--- config.mk ---
export PLATFORM = sky130hd
export DESIGN_NAME = mal_alert
export DESIGN_NICKNAME = d
export VERILOG_FILES = /design/src/mal_pkg.sv /design/src/mal_alert.sv /design/src/mal_compare.sv
export SDC_FILE = /design/constraint.sdc
export NUM_CORES = 1
export LEC_CHECK = 0
export ABC_AREA = 1
export BUFFER_PORTS_ARGS = -buffer_cell sky130_fd_sc_hd__buf_2
export CORE_AREA = 2 2 72 91
export CTS_CLUSTER_DIAMETER = 120
export DETAILED_ROUTE_END_ITERATION = 8
export DIE_AREA = 0 0 74 93
export PLACE_DENSITY = 0.9
export SLEW_MARGIN = 40
export SYNTH_ARGS = -nofsm -noshare
export SYNTH_HDL_FRONTEND = slang
export SYNTH_HIERARCHICAL = 1
export SYNTH_SLANG_ARGS = --single-unit
--- constraint.sdc ---
create_clock -name CLK_I -period 4.7 [get_ports CLK_I]
set_clock_uncertainty 0.1 [all_clocks]
set_input_delay 0.705 -clock CLK_I [delete_from_list [all_inputs] [get_ports CLK_I]]
set_output_delay 0.705 -clock CLK_I [all_outputs]
set_load 0.02 [all_outputs]
--- src/mal_pkg.sv ---
// Operation
// - with the ready alert enable set, the alert output asserts whenever the conversion done flag sets.
// - only one limit function drives the alert at a time, and the ready alert may join it.
// - in latch mode the alert function flag clears only on a read of the alert source and status register.
// - in transparent mode the alert function flag clears after the next conversion that does not alert.
// - the conversion done flag sets only after conversions, averaging and multiplications are finished.
// - in single-shot mode the conversion done flag clears on a configuration write that is not power-down, or on a status read.
// - the math overflow flag sets to one when an arithmetic step overflows.
// - the polarity bit selects an active-high alert when one and active-low when zero, the default.
// - the latch bit selects latch mode when one and transparent mode when zero, the default.
// - in transparent mode the alert output and flags go idle after the next conversion that does not alert.
// - in latch mode the alert output and flags stay active until the host reads the status register.
// - the 16-bit threshold is compared with the measurement chosen by the enabled limit function.
// - with several limit functions enabled, only the most significant enabled one counts.
// - the five functions are shunt over, shunt under, bus over, bus under and power over the limit.
package mal_pkg;
  // ==========================================================================
  // register map
  localparam logic [7:0] MAL_ADDR_SRC_STAT = 8'h06;
  localparam logic [7:0] MAL_ADDR_THRESH = 8'h07;
  localparam logic [15:0] MAL_RESET_SRC_STAT = 16'h0000;
  localparam logic [15:0] MAL_RESET_THRESH = 16'h0000;
  // ==========================================================================
  // field positions
  localparam int MAL_BIT_SOL = 15;
  localparam int MAL_BIT_SUL = 14;
  localparam int MAL_BIT_BOL = 13;
  localparam int MAL_BIT_BUL = 12;
  localparam int MAL_BIT_POL = 11;
  localparam int MAL_BIT_RDY = 10;
  localparam int MAL_BIT_AFF = 4;
  localparam int MAL_BIT_CDF = 3;
  localparam int MAL_BIT_OVF = 2;
  localparam int MAL_BIT_ALERT_OUTPUT_POLARITY = 1;
  localparam int MAL_BIT_LAT = 0;
  localparam logic [15:0] MAL_WR_MASK = 16'hfc03;
  // ==========================================================================
  // limit function selection
  typedef enum logic [2:0] {
    MAL_FN_NONE,
    MAL_FN_SHUNT_OVER,
    MAL_FN_SHUNT_UNDER,
    MAL_FN_BUS_OVER,
    MAL_FN_BUS_UNDER,
    MAL_FN_POWER_OVER
  } mal_fn_e;
endpackage : mal_pkg

--- src/mal_alert.sv ---
module mal_alert
  import mal_pkg::*;
#(
  parameter int WIDTH = 16
) (
  input wire logic CLK_I,
  input wire logic RESET_I,
  input wire logic CE_I,
  input wire logic [7:0] REG_ADDR_I,
  input wire logic REG_WR_I,
  input wire logic REG_RD_I,
  input wire logic [WIDTH-1:0] REG_WDATA_I,
  output logic [WIDTH-1:0] REG_RDATA_O,
  input wire logic CONV_DONE_I,
  input wire logic MATH_OVF_I,
  input wire logic SINGLE_SHOT_I,
  input wire logic CFG_WR_ACTIVE_I,
  input wire logic signed [WIDTH-1:0] SHUNT_I,
  input wire logic signed [WIDTH-1:0] BUS_I,
  input wire logic signed [WIDTH-1:0] POWER_I,
  output logic ALERT_O,
  output logic ALERT_OE_O
);
  logic [WIDTH-1:0] ctrl;
  logic [WIDTH-1:0] thresh;
  logic alert_function_flag;
  logic conversion_done_flag;
  logic math_overflow_flag;
  logic ready_alert;
  logic violated;
  logic status_rd;
  logic status_wr;
  logic alert_active;
  logic next_alert_out;
  logic next_alert_oe;

  assign status_rd = CE_I && REG_RD_I && REG_ADDR_I == MAL_ADDR_SRC_STAT;
  assign status_wr = CE_I && REG_WR_I && REG_ADDR_I == MAL_ADDR_SRC_STAT;

  mal_compare #(
    .WIDTH(WIDTH)
  ) u_cmp (
    .enables_i(ctrl),
    .threshold_i(thresh),
    .shunt_i(SHUNT_I),
    .bus_i(BUS_I),
    .power_i(POWER_I),
    .violated_o(violated)
  );

  // ==========================================================================
  // control and threshold registers
  always_ff @(posedge CLK_I) begin
    if (RESET_I) begin
      ctrl <= MAL_RESET_SRC_STAT;
    end else if (status_wr) begin
      ctrl <= REG_WDATA_I & MAL_WR_MASK;
    end
  end

  always_ff @(posedge CLK_I) begin
    if (RESET_I) begin
      thresh <= MAL_RESET_THRESH;
    end else if (CE_I && REG_WR_I && REG_ADDR_I == MAL_ADDR_THRESH) begin
      thresh <= REG_WDATA_I;
    end
  end

  // ==========================================================================
  // alert function flag
  always_ff @(posedge CLK_I) begin
    if (RESET_I) begin
      alert_function_flag <= 1'b0;
    end else if (CE_I) begin
      if (CONV_DONE_I && violated) begin
        alert_function_flag <= 1'b1;
      end else if (ctrl[MAL_BIT_LAT]) begin
        if (status_rd) begin
          alert_function_flag <= 1'b0;
        end
      end else if (CONV_DONE_I) begin
        alert_function_flag <= 1'b0;
      end
    end
  end

  // ==========================================================================
  // conversion done flag
  always_ff @(posedge CLK_I) begin
    if (RESET_I) begin
      conversion_done_flag <= 1'b0;
    end else if (CE_I) begin
      if (CONV_DONE_I) begin
        conversion_done_flag <= 1'b1;
      end else if (SINGLE_SHOT_I && (status_rd || CFG_WR_ACTIVE_I)) begin
        conversion_done_flag <= 1'b0;
      end
    end
  end

  // ==========================================================================
  // math overflow flag
  always_ff @(posedge CLK_I) begin
    if (RESET_I) begin
      math_overflow_flag <= 1'b0;
    end else if (CE_I) begin
      if (MATH_OVF_I) begin
        math_overflow_flag <= 1'b1;
      end else if (CONV_DONE_I && !ctrl[MAL_BIT_LAT]) begin
        math_overflow_flag <= 1'b0;
      end else if (status_rd && ctrl[MAL_BIT_LAT]) begin
        math_overflow_flag <= 1'b0;
      end
    end
  end

  // ==========================================================================
  // ready alert, held until a status read or until the conversion done flag clears
  always_ff @(posedge CLK_I) begin
    if (RESET_I) begin
      ready_alert <= 1'b0;
    end else if (CE_I) begin
      if (CONV_DONE_I && ctrl[MAL_BIT_RDY]) begin
        ready_alert <= 1'b1;
      end else if (!conversion_done_flag || status_rd) begin
        ready_alert <= 1'b0;
      end
    end
  end

  // ==========================================================================
  // open-collector alert pin
  assign alert_active = alert_function_flag || ready_alert;

  always_comb begin
    // open collector, level fixed low
    next_alert_out = 1'b0;
    next_alert_oe = 1'b0;
    if (ctrl[MAL_BIT_ALERT_OUTPUT_POLARITY]) begin
      next_alert_oe = !alert_active;
    end else begin
      next_alert_oe = alert_active;
    end
  end

  always_ff @(posedge CLK_I) begin
    if (RESET_I) begin
      ALERT_O <= 1'b0;
      ALERT_OE_O <= 1'b0;
    end else if (CE_I) begin
      ALERT_O <= next_alert_out;
      ALERT_OE_O <= next_alert_oe;
    end
  end

  // ==========================================================================
  // read data
  always_ff @(posedge CLK_I) begin
    if (RESET_I) begin
      REG_RDATA_O <= '0;
    end else if (CE_I && REG_RD_I) begin
      case (REG_ADDR_I)
        MAL_ADDR_SRC_STAT: begin
          REG_RDATA_O <= ctrl;
          REG_RDATA_O[MAL_BIT_AFF] <= alert_function_flag;
          REG_RDATA_O[MAL_BIT_CDF] <= conversion_done_flag;
          REG_RDATA_O[MAL_BIT_OVF] <= math_overflow_flag;
        end
        MAL_ADDR_THRESH: REG_RDATA_O <= thresh;
        default: REG_RDATA_O <= '0;
      endcase
    end
  end

  // ==========================================================================
  // checks
  property p_ready_alert;
    @(posedge CLK_I) disable iff (RESET_I)
    (CE_I && CONV_DONE_I && ctrl[MAL_BIT_RDY]) |=> alert_active;
  endproperty
  a_ready_alert: assert property (p_ready_alert) else $error("ready alert missing");

  property p_latch_hold;
    @(posedge CLK_I) disable iff (RESET_I)
    (alert_function_flag && ctrl[MAL_BIT_LAT] && !status_rd) |=> alert_function_flag;
  endproperty
  a_latch_hold: assert property (p_latch_hold) else $error("latched flag dropped");

  property p_latch_clear;
    @(posedge CLK_I) disable iff (RESET_I)
    (status_rd && ctrl[MAL_BIT_LAT] && !(CONV_DONE_I && violated)) |=> !alert_function_flag;
  endproperty
  a_latch_clear: assert property (p_latch_clear) else $error("latched flag kept");

  property p_transp_clear;
    @(posedge CLK_I) disable iff (RESET_I)
    (CE_I && CONV_DONE_I && !violated && !ctrl[MAL_BIT_LAT]) |=> !alert_function_flag;
  endproperty
  a_transp_clear: assert property (p_transp_clear) else $error("flag not cleared");

  property p_done_set;
    @(posedge CLK_I) disable iff (RESET_I)
    (CE_I && CONV_DONE_I) |=> conversion_done_flag;
  endproperty
  a_done_set: assert property (p_done_set) else $error("done flag not set");

  property p_ovf_set;
    @(posedge CLK_I) disable iff (RESET_I)
    (CE_I && MATH_OVF_I) |=> math_overflow_flag;
  endproperty
  a_ovf_set: assert property (p_ovf_set) else $error("overflow not set");

  property p_pol;
    @(posedge CLK_I) disable iff (RESET_I)
    CE_I |=> (ALERT_OE_O == ($past(ctrl[MAL_BIT_ALERT_OUTPUT_POLARITY]) ^ $past(alert_active)));
  endproperty
  a_pol: assert property (p_pol) else $error("alert polarity wrong");

  property p_fn_set;
    @(posedge CLK_I) disable iff (RESET_I)
    (CE_I && CONV_DONE_I && violated) |=> alert_function_flag;
  endproperty
  a_fn_set: assert property (p_fn_set) else $error("alert flag not set");

  property p_single_clear;
    @(posedge CLK_I) disable iff (RESET_I)
    (CE_I && !CONV_DONE_I && SINGLE_SHOT_I && status_rd) |=> !conversion_done_flag;
  endproperty
  a_single_clear: assert property (p_single_clear) else $error("done flag kept");
endmodule : mal_alert

--- src/mal_compare.sv ---
module mal_compare
  import mal_pkg::*;
#(
  parameter int WIDTH = 16
) (
  input wire logic [WIDTH-1:0] enables_i,
  input wire logic signed [WIDTH-1:0] threshold_i,
  input wire logic signed [WIDTH-1:0] shunt_i,
  input wire logic signed [WIDTH-1:0] bus_i,
  input wire logic signed [WIDTH-1:0] power_i,
  output logic violated_o
);
  mal_fn_e fn;

  // ==========================================================================
  // priority select
  always_comb begin
    if (enables_i[MAL_BIT_SOL]) begin
      fn = MAL_FN_SHUNT_OVER;
    end else if (enables_i[MAL_BIT_SUL]) begin
      fn = MAL_FN_SHUNT_UNDER;
    end else if (enables_i[MAL_BIT_BOL]) begin
      fn = MAL_FN_BUS_OVER;
    end else if (enables_i[MAL_BIT_BUL]) begin
      fn = MAL_FN_BUS_UNDER;
    end else if (enables_i[MAL_BIT_POL]) begin
      fn = MAL_FN_POWER_OVER;
    end else begin
      fn = MAL_FN_NONE;
    end
  end

  // ==========================================================================
  // comparison
  always_comb begin
    case (fn)
      MAL_FN_SHUNT_OVER: violated_o = shunt_i > threshold_i;
      MAL_FN_SHUNT_UNDER: violated_o = shunt_i < threshold_i;
      MAL_FN_BUS_OVER: violated_o = bus_i > threshold_i;
      MAL_FN_BUS_UNDER: violated_o = bus_i < threshold_i;
      MAL_FN_POWER_OVER: violated_o = power_i > threshold_i;
      default: violated_o = 1'b0;
    endcase
  end
endmodule : mal_compare

* Word level (Yosys, flattened, before mapping)
Cells that the tools add are included.
Cells by class: $lt $le $gt $ge 5, eq/ne operators 8, multiplexer cells 19, reduce and logical (&&, ||, !) cells 24
Operator list (count):
- 16-bit greater-than comparator | 3
- 16-bit < comparator | 2
- 16-bit case mux with 2 select lines | 1
- 8-bit by 3-bit == test with 1-bit output (second input constant) | 2
- 3-bit two-way mux | 5
- 1-bit two-way mux | 12
- 1-bit logical AND | 10
- 3-bit by 2-bit == test with 1-bit output (second input constant) | 2
- 3-bit == test (second input constant) | 2
- 2-bit AND reduction | 3
- 3-bit nonzero test | 2
- 1-bit case mux with 5 select lines | 1
- 2-bit nonzero test | 2
- 3-bit by 1-bit == test with 1-bit output (second input constant) | 1
- 1-bit zero test | 3
- 1-bit logical OR | 3
- 3-bit by 1-bit inequality test with 1-bit output (second input constant) | 1
- 3-bit AND reduction | 1
Storage, ports and cells: word-level logic and storage cells 64, input port bits 81, register bits 45

* Logic depth before layout (Yosys ltp)
Gate-level depths: netlist of run 1.
depth in word-level cells 10, mapped depth 19, depth with buffers taken out 19

* Cells and area by module
Netlist of run 1, hierarchy kept.
Modules (own cells, without submodules):
- mal_alert | times used 1, area an instance 1905.6 um2, cells each 259
- mal_compare | times used 1, area an instance 1367.6 um2, cells each 224

* Worst setup path after synthesis of run 1
Ideal clock, no wire load.
kind input port to flip-flop, from input SHUNT_I[15], to register alert_function_flag, buffers on the path 0, slack 2647 ps, arrival 1821 ps, stages on the path 11, path through ha_1 > a21oi_1 > o21ai_1 > a21oi_1 > nand3_1 > nand3_1 > nand2_1 > nor2_2 > nand2_1 > nand2_1 > a21oi_1
On the way: cells in the longest elaborated chain, start to end 5, elaborated cells between the ends (all ways) 8
RTL lines:
- start, declared | line mal_alert.sv:18 | input wire logic signed [WIDTH-1:0] SHUNT_I,
- 16-bit < comparator / 16-bit greater-than comparator (equally long branches) | line mal_compare.sv:38, mal_compare.sv:37
- 1-bit case mux with 5 select lines * | line mal_compare.sv:36 | case (fn)
- via violated | line mal_alert.sv:30 | logic violated;
- 1-bit logical AND * | line mal_alert.sv:75 | if (CONV_DONE_I && violated) begin
- 3-bit by 1-bit inequality test with 1-bit output (no source line) / 3-bit nonzero test (equally long branches)
- 3-bit AND reduction (no source line)
- end signal, assigned | line mal_alert.sv:73 | alert_function_flag <= 1'b0;
- end signal, assigned | line mal_alert.sv:76 | alert_function_flag <= 1'b1;
- end signal, assigned | line mal_alert.sv:79 | alert_function_flag <= 1'b0;
- end, declared | line mal_alert.sv:26 | logic alert_function_flag;
The timed path passes the listed nets; every way through them passes the cells marked *. A chain may end at the register's enable or synchronous reset.

* Final worst setup path of run 1
from input CE_I, to register conversion_done_flag
On the way: cells in the longest elaborated chain, start to end 6
RTL lines:
- start, declared | line mal_alert.sv:8 | input wire logic CE_I,
- 1-bit logical AND (2 in series) | line mal_alert.sv:37 | assign status_rd = CE_I && REG_RD_I && REG_ADDR_I == MAL_ADDR_SRC_STAT;
- 1-bit logical OR | line mal_alert.sv:95 | end else if (SINGLE_SHOT_I && (status_rd || CFG_WR_ACTIVE_I)) begin
- 1-bit logical AND | line mal_alert.sv:95
- 2-bit nonzero test (no source line)
- 2-bit AND reduction (no source line) *
- end signal, assigned | line mal_alert.sv:91 | conversion_done_flag <= 1'b0;
- end signal, assigned | line mal_alert.sv:94 | conversion_done_flag <= 1'b1;
- end signal, assigned | line mal_alert.sv:96 | conversion_done_flag <= 1'b0;
- end, declared | line mal_alert.sv:27 | logic conversion_done_flag;
Every way passes the cells marked *; elsewhere a longest branch is shown, timed or not.

==> results.toml, run 1 <==
[status]
run_status = "completed"

[critical_path]
critical_path.endpoint_type = "flip-flop"
cpMaxStageDelayCell = "sky130_fd_sc_hd__clkinv_1"
crit_required_ps = 4830
path_cells = "buf_2 > nand2_1 > clkinv_1 > nand3_1 > nand2_1 > nand2_1 > nand2_1 > a21oi_1"
worst_r2r_endpoint = "alert_function_flag"
crit_family = "simple AND/OR/NAND/NOR gates"
timing.critical_path.from_type = "input pin"
criticalPathCategory = "input pin to flip-flop"
ff2ff_path_depth = 13
critical_path.most_common_cell = "sky130_fd_sc_hd__nand2_1"
worst-path-max-fanout = 27
crit_arrival_ps = 2670
crit_buf_inv = 2
setup.reg_to_reg.worst_slack_ps = 2630
worst_r2r_startpoint = "thresh[3]"
crit_path_max_incr_delay_ps = 650

[global_route]
gr-total-overflow = 0
grt_pass1_vias = 3163
grt_antenna_before_repair = 0
grt_start_max_net_pins = 30
grtUsageTotal_pct = 24.1
grt_pass1_wl_um = 13100

[synth]
portion_of_the_post_synthesis_area_used_by_sequential_elements_pct = 27.5
mappedNetlistArea_sq_um = 3270
simple_gate_area_share_of_the_yosys_netlist_pct = 29.7
synth-adder-area-share_pct = 18.3
synth_compound_area_share_pct = 13.8
ys_ff_latch = 45
syn_nets = 612
synth_top_area_cell = "sky130_fd_sc_hd__dfxtp_1"
async_flop_share_pct = 0
synth_enable_flop_cells = 0
synth_mux_area_share_pct = 0
ys.warnings.count = 6
synthesis.instances = 483
synth_xor_area_share_pct = 0.268
largest_family_of_logic_cells_by_synthesized_area = "simple AND/OR/NAND/NOR gates"
syn_avg_cell_area_sq_um = 6.78
distinct_cells_synth = 32
post_synth_main_area_contributors = "sky130_fd_sc_hd__dfxtp_1 (28%), sky130_fd_sc_hd__ha_1 (18%), sky130_fd_sc_hd__nand2_1 (11%)"
top_reg_cell_synth = "sky130_fd_sc_hd__dfxtp_1"
synth_top_cell_area_share_pct = 27.5

[cts]
clock_sink_count = 45
cts.repair.resized = 0
h-tree-depth = 2
clk_pin_slew_worst_paths_ps = 80
clockBufferDepth = 2
cts_made_buffers = 5
cts-hold-fix-buffers = 0
cts_post_setup_buffers_inserted = 0
tritoncts_clock_tree = "done"
clock_insertion_delay_worst_skew_ps = 300
clockRootBuffer = "sky130_fd_sc_hd__clkbuf_8"

[final_layout]
n_antenna_cell = 0
post-route-util_pct = 64.8
post_route_cells_drive_above_1_share_pct = 23.3
layout-area-overhead-vs-synth_pct = 19.6
num-nets-final = 704
instances_no_fill = 661
fill_cells = 516

[sta]
min_period_over_period_pct = 54.1
timing.setup.tns_ps = 0
rsz0062_at_grt = "false"
max_clock_freq_mhz = 393
finalSetupViolCount = 0
timing.max_slew.rel_slack_pct = 55.4
timing.hold.ws_ps = 373
hold_viol_final = 0
fin_crit_ps = 2540
timing_worst_slew_pin_value_ps = 668
slew_viol_final = 0

[hold_path]
worstHoldPathCells = 2
whs_endpoint = "ready_alert"
min-delay-path-class = "flip-flop to flip-flop"
hold_path_startpoint = "ctrl[10]"

[floorplanning]
floorplan.die.height_um = 93
die_w_um = 74
floorplan.initialDensity_pct = 54.1
num_io_pins = 99
placement_rows = 32
coreArea_sq_um = 6050
design.die.area_sq_um = 6880

[drt]
wl_per_cell_um = 12.1
routed_wirelength_um = 7970
detail_route.iter0.violations = 110
drc_errors = 0
vias = 3403
antenna_left = 0
detail_route.first_pass.iterations = 5
viasPerCell = 5.15

[pwr]
worst_vdd_rail_ir_drop_mv = 0.168
p_leak_nw = 1.95
power_density_nw_per_um2 = 210

[placed_design]
placed_cells_incl_taps = 653
dpl.hpwl_um = 6460
globalplace.congestion = 0.831
io_buffer_count = 97

[run]
max-cap-violations = 0
[state kept, by name (all words and copies together) (netlist names)]
signal / flops
REG_RDATA_O: 16
ALERT_OE_O: 1
math_overflow_flag: 1
conversion_done_flag: 1
ready_alert: 1
alert_function_flag: 1
thresh: 16
ctrl: 8
[Yosys cell counts, drive strengths merged, types with 2 or more instances]
master    n
nand2   104
nor2     83
inv      69
ha       48
dfxtp    45
o21ai    41
a21oi    34
nand3    22
nand4     8
clkbuf    7
a31oi     5
buf       5
a21o      3
nor3      3
clkinv    2
[placed cells by master, fill, tap and decap left out, drive strengths merged]
| cell | count |
|---|---|
| nor3 | 3 |
| o21ai | 41 |
| nand2 | 104 |
| buf | 97 |
| o211ai | 1 |
| bufinv | 1 |
| inv | 69 |
| dfxtp | 45 |
| conb | 1 |
| clkbuf | 7 |
| xor2 | 1 |
| o21bai | 1 |
| a21oi | 34 |
| nor2 | 83 |
| a21o | 3 |
| ha | 48 |
| nand3 | 22 |
| a31oi | 5 |
| clkinv | 2 |
| nand4 | 8 |
[per-stage QoR]
stage                     area (sq um)  setup slack [ps]  power, W
final                             3920              2160  0.000823
after detailed placement          3800              1900  0.000529
after CTS                         3920              2210  0.000826
after global routing              3920              1980  0.000861
after floorplan                   3270              2650  0.000475
after global placement            3800              1950  0.000522
[how the worst max path moves through the flow]
stage	startpoint	to	slack [ps]	cells after the start
2_1_floorplan	SHUNT_I[15]	alert_function_flag	2650	11
3_3_place_gp	CE_I	conversion_done_flag	1950	8
3_5_place_dp	CE_I	conversion_done_flag	1900	8
4_1_cts	CE_I	conversion_done_flag	2210	8
5_1_grt	CE_I	conversion_done_flag	1980	8
6_report	CE_I	conversion_done_flag	2160	8
[layout make-up]
| class | count | area, sq um | share of cell area (%) |
|---|---|---|---|
| inverters | 71 | 269 | 6.87 |
| well taps | 85 | 106 | 2.72 |
| flip-flops and latches | 45 | 901 | 23.0 |
| repair buffers | 97 | 485 | 12.4 |
| clock buffers | 7 | 86.3 | 2.21 |
| multi-input cells | 355 | 2040 | 52.0 |
| clock inverters | 1 | 30.0 | 0.767 |
[worst register-to-register path: cells and delay by family, from the launching register on]
| family | cells | cell delay [ps] |
|---|---|---|
| flip-flops | 1 | 390 |
| buffers and inverters | 1 | 110 |
| AND/OR/NAND/NOR | 8 | 600 |
| AO/OA/AOI/OAI | 3 | 490 |
| adder cells (fa/ha/maj) | 1 | 320 |
[cells by family after synthesis]
kind of cell,count (synthesis)
simple gates,220
compound gates,85
buf+inv,83
fa+ha+maj,48
flops,45
xor+xnor,1
other cells,1
[per-layer routing]
layer	global-route usage [%]	routed length [um]	vias up
met5	0	0	-
met4	9.09	169	0
met3	5.60	563	15
met2	42.8	4090	141
met1	27.4	3150	1507
li1	-	-	1740
[power by group]
part	switching, W	total, W	internal (W)
Combinational	0.0000742	0.000133	0.0000590
Clock	0.000129	0.000303	0.000173
Sequential	0.00000249	0.000388	0.000385
Total	0.000206	0.000823	0.000617
Note: power is estimated with default switching activity, not from simulation.
==> run 2, diff against run 1 <==
--- a/config.mk
+++ b/config.mk
@@ -5,13 +5,13 @@
 export SDC_FILE = /design/constraint.sdc
 export NUM_CORES = 1
 export LEC_CHECK = 0
-export ABC_AREA = 1
+export ABC_AREA = 0
 export BUFFER_PORTS_ARGS = -buffer_cell sky130_fd_sc_hd__buf_2
-export CORE_AREA = 2 2 72 91
+export CORE_AREA = 2 2 77 97
 export CTS_CLUSTER_DIAMETER = 120
 export DETAILED_ROUTE_END_ITERATION = 8
-export DIE_AREA = 0 0 74 93
-export PLACE_DENSITY = 0.9
+export DIE_AREA = 0 0 79 99
+export PLACE_DENSITY = 0.82
 export SLEW_MARGIN = 40
 export SYNTH_ARGS = -nofsm -noshare
 export SYNTH_HDL_FRONTEND = slang
==> constraint.sdc (replaced) <==
create_clock -name CLK_I -period 2.1 [get_ports CLK_I]
set_clock_uncertainty 0.1 [all_clocks]
set_input_delay 0.315 -clock CLK_I [delete_from_list [all_inputs] [get_ports CLK_I]]
set_output_delay 0.315 -clock CLK_I [all_outputs]
set_load 0.02 [all_outputs]
==> run 2 against run 1 <==
Against the previous run: the flow now finishes with violations (setup timing); total power is 110% higher; final cell count down 11%; critical path type is now flip-flop to flip-flop; largest cell class unchanged; non-clock buffer count is 44 higher; setup slack lost 2500 ps; synthesized cell count down 25%; global-route usage decreased by 0.14 points; sequential power increased by 120%; highest routed layer unchanged; count of clock-buffer cells in the layout decreased by 1; sequential share of layout area shrank 1.7 points; register-to-register slack got worse by 3000 ps; worst hold slack worse by 230 ps.
==> results.toml, run 2 <==
[status]
run_status = "finished, violations left"
violated_checks = "setup timing"

[pwr]
power_density_nw_per_um2 = 400
design_power_total_w = 0.00173
p_leak_nw = 2.06
worst_vdd_rail_ir_drop_mv = 0.257

[critical_path]
criticalPathCategory = "flip-flop to flip-flop"
setup.worst_path.start = "thresh[10]"
cpMaxStageDelayCell = "sky130_fd_sc_hd__or4_4"
worst_r2r_endpoint = "alert_function_flag"
worst-path-max-fanout = 3
crit_arrival_ps = 2550
worst_r2r_startpoint = "thresh[10]"
timing.critical_path.from_type = "flip-flop"
ff2ff_path_depth = 10
setup.reg_to_reg.worst_slack_ps = -360
path_cells = "inv_6 > ha_4 > nand3_2 > or4_4 > o211ai_2 > nor4_1 > o32ai_1 > nand3_1 > a32oi_1 > nor2_1"
crit_path_max_incr_delay_ps = 570
critical_path.endpoint_type = "flip-flop"
crit_required_ps = 2190
critical_path.endpoint = "alert_function_flag"

[global_route]
grt_pass1_vias = 3375
gr-total-overflow = 0
grt_pass1_wl_um = 14900
grt_antenna_before_repair = 0
grtUsageTotal_pct = 24.0
grt_start_max_net_pins = 22

[sta]
min_period_over_period_pct = 117
timing.setup.tns_ps = -358
timing_worst_slew_pin_value_ps = 496
rsz0062_at_grt = "true"
timing.hold.ws_ps = 147
max_clock_freq_mhz = 407
timing.max_slew.rel_slack_pct = 66.6
worst_slack_ps = -358
slew_viol_final = 0
hold_viol_final = 0
fin_crit_ps = 2460
finalSetupViolCount = 1

[final_layout]
mostFrequentLayoutCells = "sky130_fd_sc_hd__buf_2 (97), sky130_fd_sc_hd__buf_4 (44), sky130_fd_sc_hd__ha_1 (38)"
mostFrequentLayoutCell = "sky130_fd_sc_hd__buf_2"
layout-area-overhead-vs-synth_pct = 35.4
fill_cells = 614
n_antenna_cell = 0
instances_no_fill = 590
top_regs = "REG_RDATA_O (16), thresh (16), ctrl (8)"
num-nets-final = 628
post_route_cells_drive_above_1_share_pct = 42.2

[cts]
h-tree-depth = 2
clock_insertion_delay_worst_skew_ps = 300
cts-hold-fix-buffers = 0
clock_sink_count = 45
clockRootBuffer = "sky130_fd_sc_hd__clkbuf_8"
cts_made_buffers = 5
clk_pin_slew_worst_paths_ps = 90
tritoncts_clock_tree = "done"
clockBufferDepth = 2

[drt]
antenna_left = 0
routed_wirelength_um = 9210
detail_route.first_pass.iterations = 5
vias = 3178
drc_errors = 0
wl_per_cell_um = 15.6
viasPerCell = 5.39
detail_route.iter0.violations = 121

[floorplanning]
design.die.area_sq_um = 7820
die_w_um = 79
floorplan.initialDensity_pct = 46.2
floorplan.die.height_um = 99
placement_rows = 34
coreArea_sq_um = 6890
num_io_pins = 99

[synth]
most_numerous_cell_in_the_yosys_netlist = "sky130_fd_sc_hd__ha_1"
ys_ff_latch = 45
portion_of_the_post_synthesis_area_used_by_sequential_elements_pct = 28.3
synth_top_area_cell = "sky130_fd_sc_hd__dfxtp_1"
async_flop_share_pct = 0
synthesis.instances = 364
top_reg_cell_synth = "sky130_fd_sc_hd__dfxtp_1"
synth_top_cell_area_share_pct = 28.3
synth_enable_flop_cells = 0
distinct_cells_synth = 58
post_synth_main_area_contributors = "sky130_fd_sc_hd__dfxtp_1 (28%), sky130_fd_sc_hd__ha_1 (19%), sky130_fd_sc_hd__mux2i_1 (7.9%)"
ys.warnings.count = 6
syn_avg_cell_area_sq_um = 8.74
mappedNetlistArea_sq_um = 3180
syn_nets = 493
yosys-top-cells-count = "sky130_fd_sc_hd__ha_1 (48), sky130_fd_sc_hd__dfxtp_1 (45), sky130_fd_sc_hd__inv_1 (36), sky130_fd_sc_hd__nor2_1 (36), sky130_fd_sc_hd__nand2_1 (27)"

[run]
max-cap-violations = 0

[hold_path]
worstHoldPathCells = 3
min-delay-path-class = "input pin to flip-flop"

[placed_design]
io_buffer_count = 97
placed_cells_incl_taps = 580
globalplace.congestion = 0.903
dpl.hpwl_um = 7540
run 2: changes by cell type after synthesis, sizes merged, moves of 4 or more:
cell / delta
nand2: -77
nor2: -47
o21ai: -34
inv: -33
mux2i: +25
o211ai: +13
a21oi: -9
nand3: -6
nand4: +6
nor4: +6
a31oi: -4
run 2: area by class of cell:
| class | count | area, sq um | share of cell area, % |
|---|---|---|---|
| multi-input cells | 270 | 2220 | 51.6 |
| clock inverters | 2 | 13.8 | 0.319 |
| inverters | 36 | 143 | 3.31 |
| flip-flops and latches | 45 | 918 | 21.3 |
| clock buffers | 6 | 82.6 | 1.92 |
| repair buffers | 141 | 816 | 18.9 |
| well taps | 90 | 113 | 2.61 |
run 2: power breakdown:
part / internal (W) / switching, W / total [W]
clock network: 0.000267 / 0.000295 / 0.000562
registers: 0.000855 / 0.00000190 / 0.000856
logic: 0.000148 / 0.000158 / 0.000307
run 2: cell families after synthesis:
logic type | after synthesis | synth area share [%]
AND/OR/NAND/NOR | 124 | 21.3
AO/OA/AOI/OAI | 69 | 16.2
buffers and inverters | 49 | 6.41
adder cells (fa/ha/maj) | 48 | 18.9
flip-flops | 45 | 28.3
multiplexers | 27 | 8.57
other | 1 | 0.118
XOR/XNOR | 1 | 0.275
run 2: worst min path at each step:
stage	from	endpoint	slack, ps
2_1_floorplan	REG_WDATA_I[10]	thresh[10]	360
3_3_place_gp	REG_RDATA_O[7]	REG_RDATA_O[7]	340
3_5_place_dp	REG_RDATA_O[6]	REG_RDATA_O[6]	350
4_1_cts	REG_WDATA_I[5]	thresh[5]	140
5_1_grt	REG_WDATA_I[8]	thresh[8]	170
6_report	REG_WDATA_I[5]	thresh[5]	150
run 2: routing by layer:
metal  routed length, um  global-route usage [%]
met1                3730                    26.9
met2                4750                    44.5
met3                 386                    2.11
met4                 346                    11.9
met5                   0                       0
run 2: worst max-delay path, delay by kind of cell (launching register included):
kind | cells | cell delay, ps
adders and majority gates | 1 | 250
AOI/OAI and AO/OA | 3 | 670
and+or+nand+nor | 5 | 890
buffers and inverters | 1 | 50
DFF | 1 | 390
run 2: stage by stage:
stage / setup slack [ps] / util (%) / cell area [sq um]
after floorplan: -186 / - / 3260
after global placement: -448 / 59.5 / 4100
after detailed placement: -513 / 59.5 / 4100
after CTS: -366 / 62.1 / 4280
after global routing: -504 / 62.5 / 4310
final: -358 / 62.5 / 4310
run 2: timing repair:
item / in CTS / in global routing
setup endpoints to repair: 1 / 1
setup buffers: 1 / 1
pin swaps: 9 / 5
resized for setup: 18 / 6
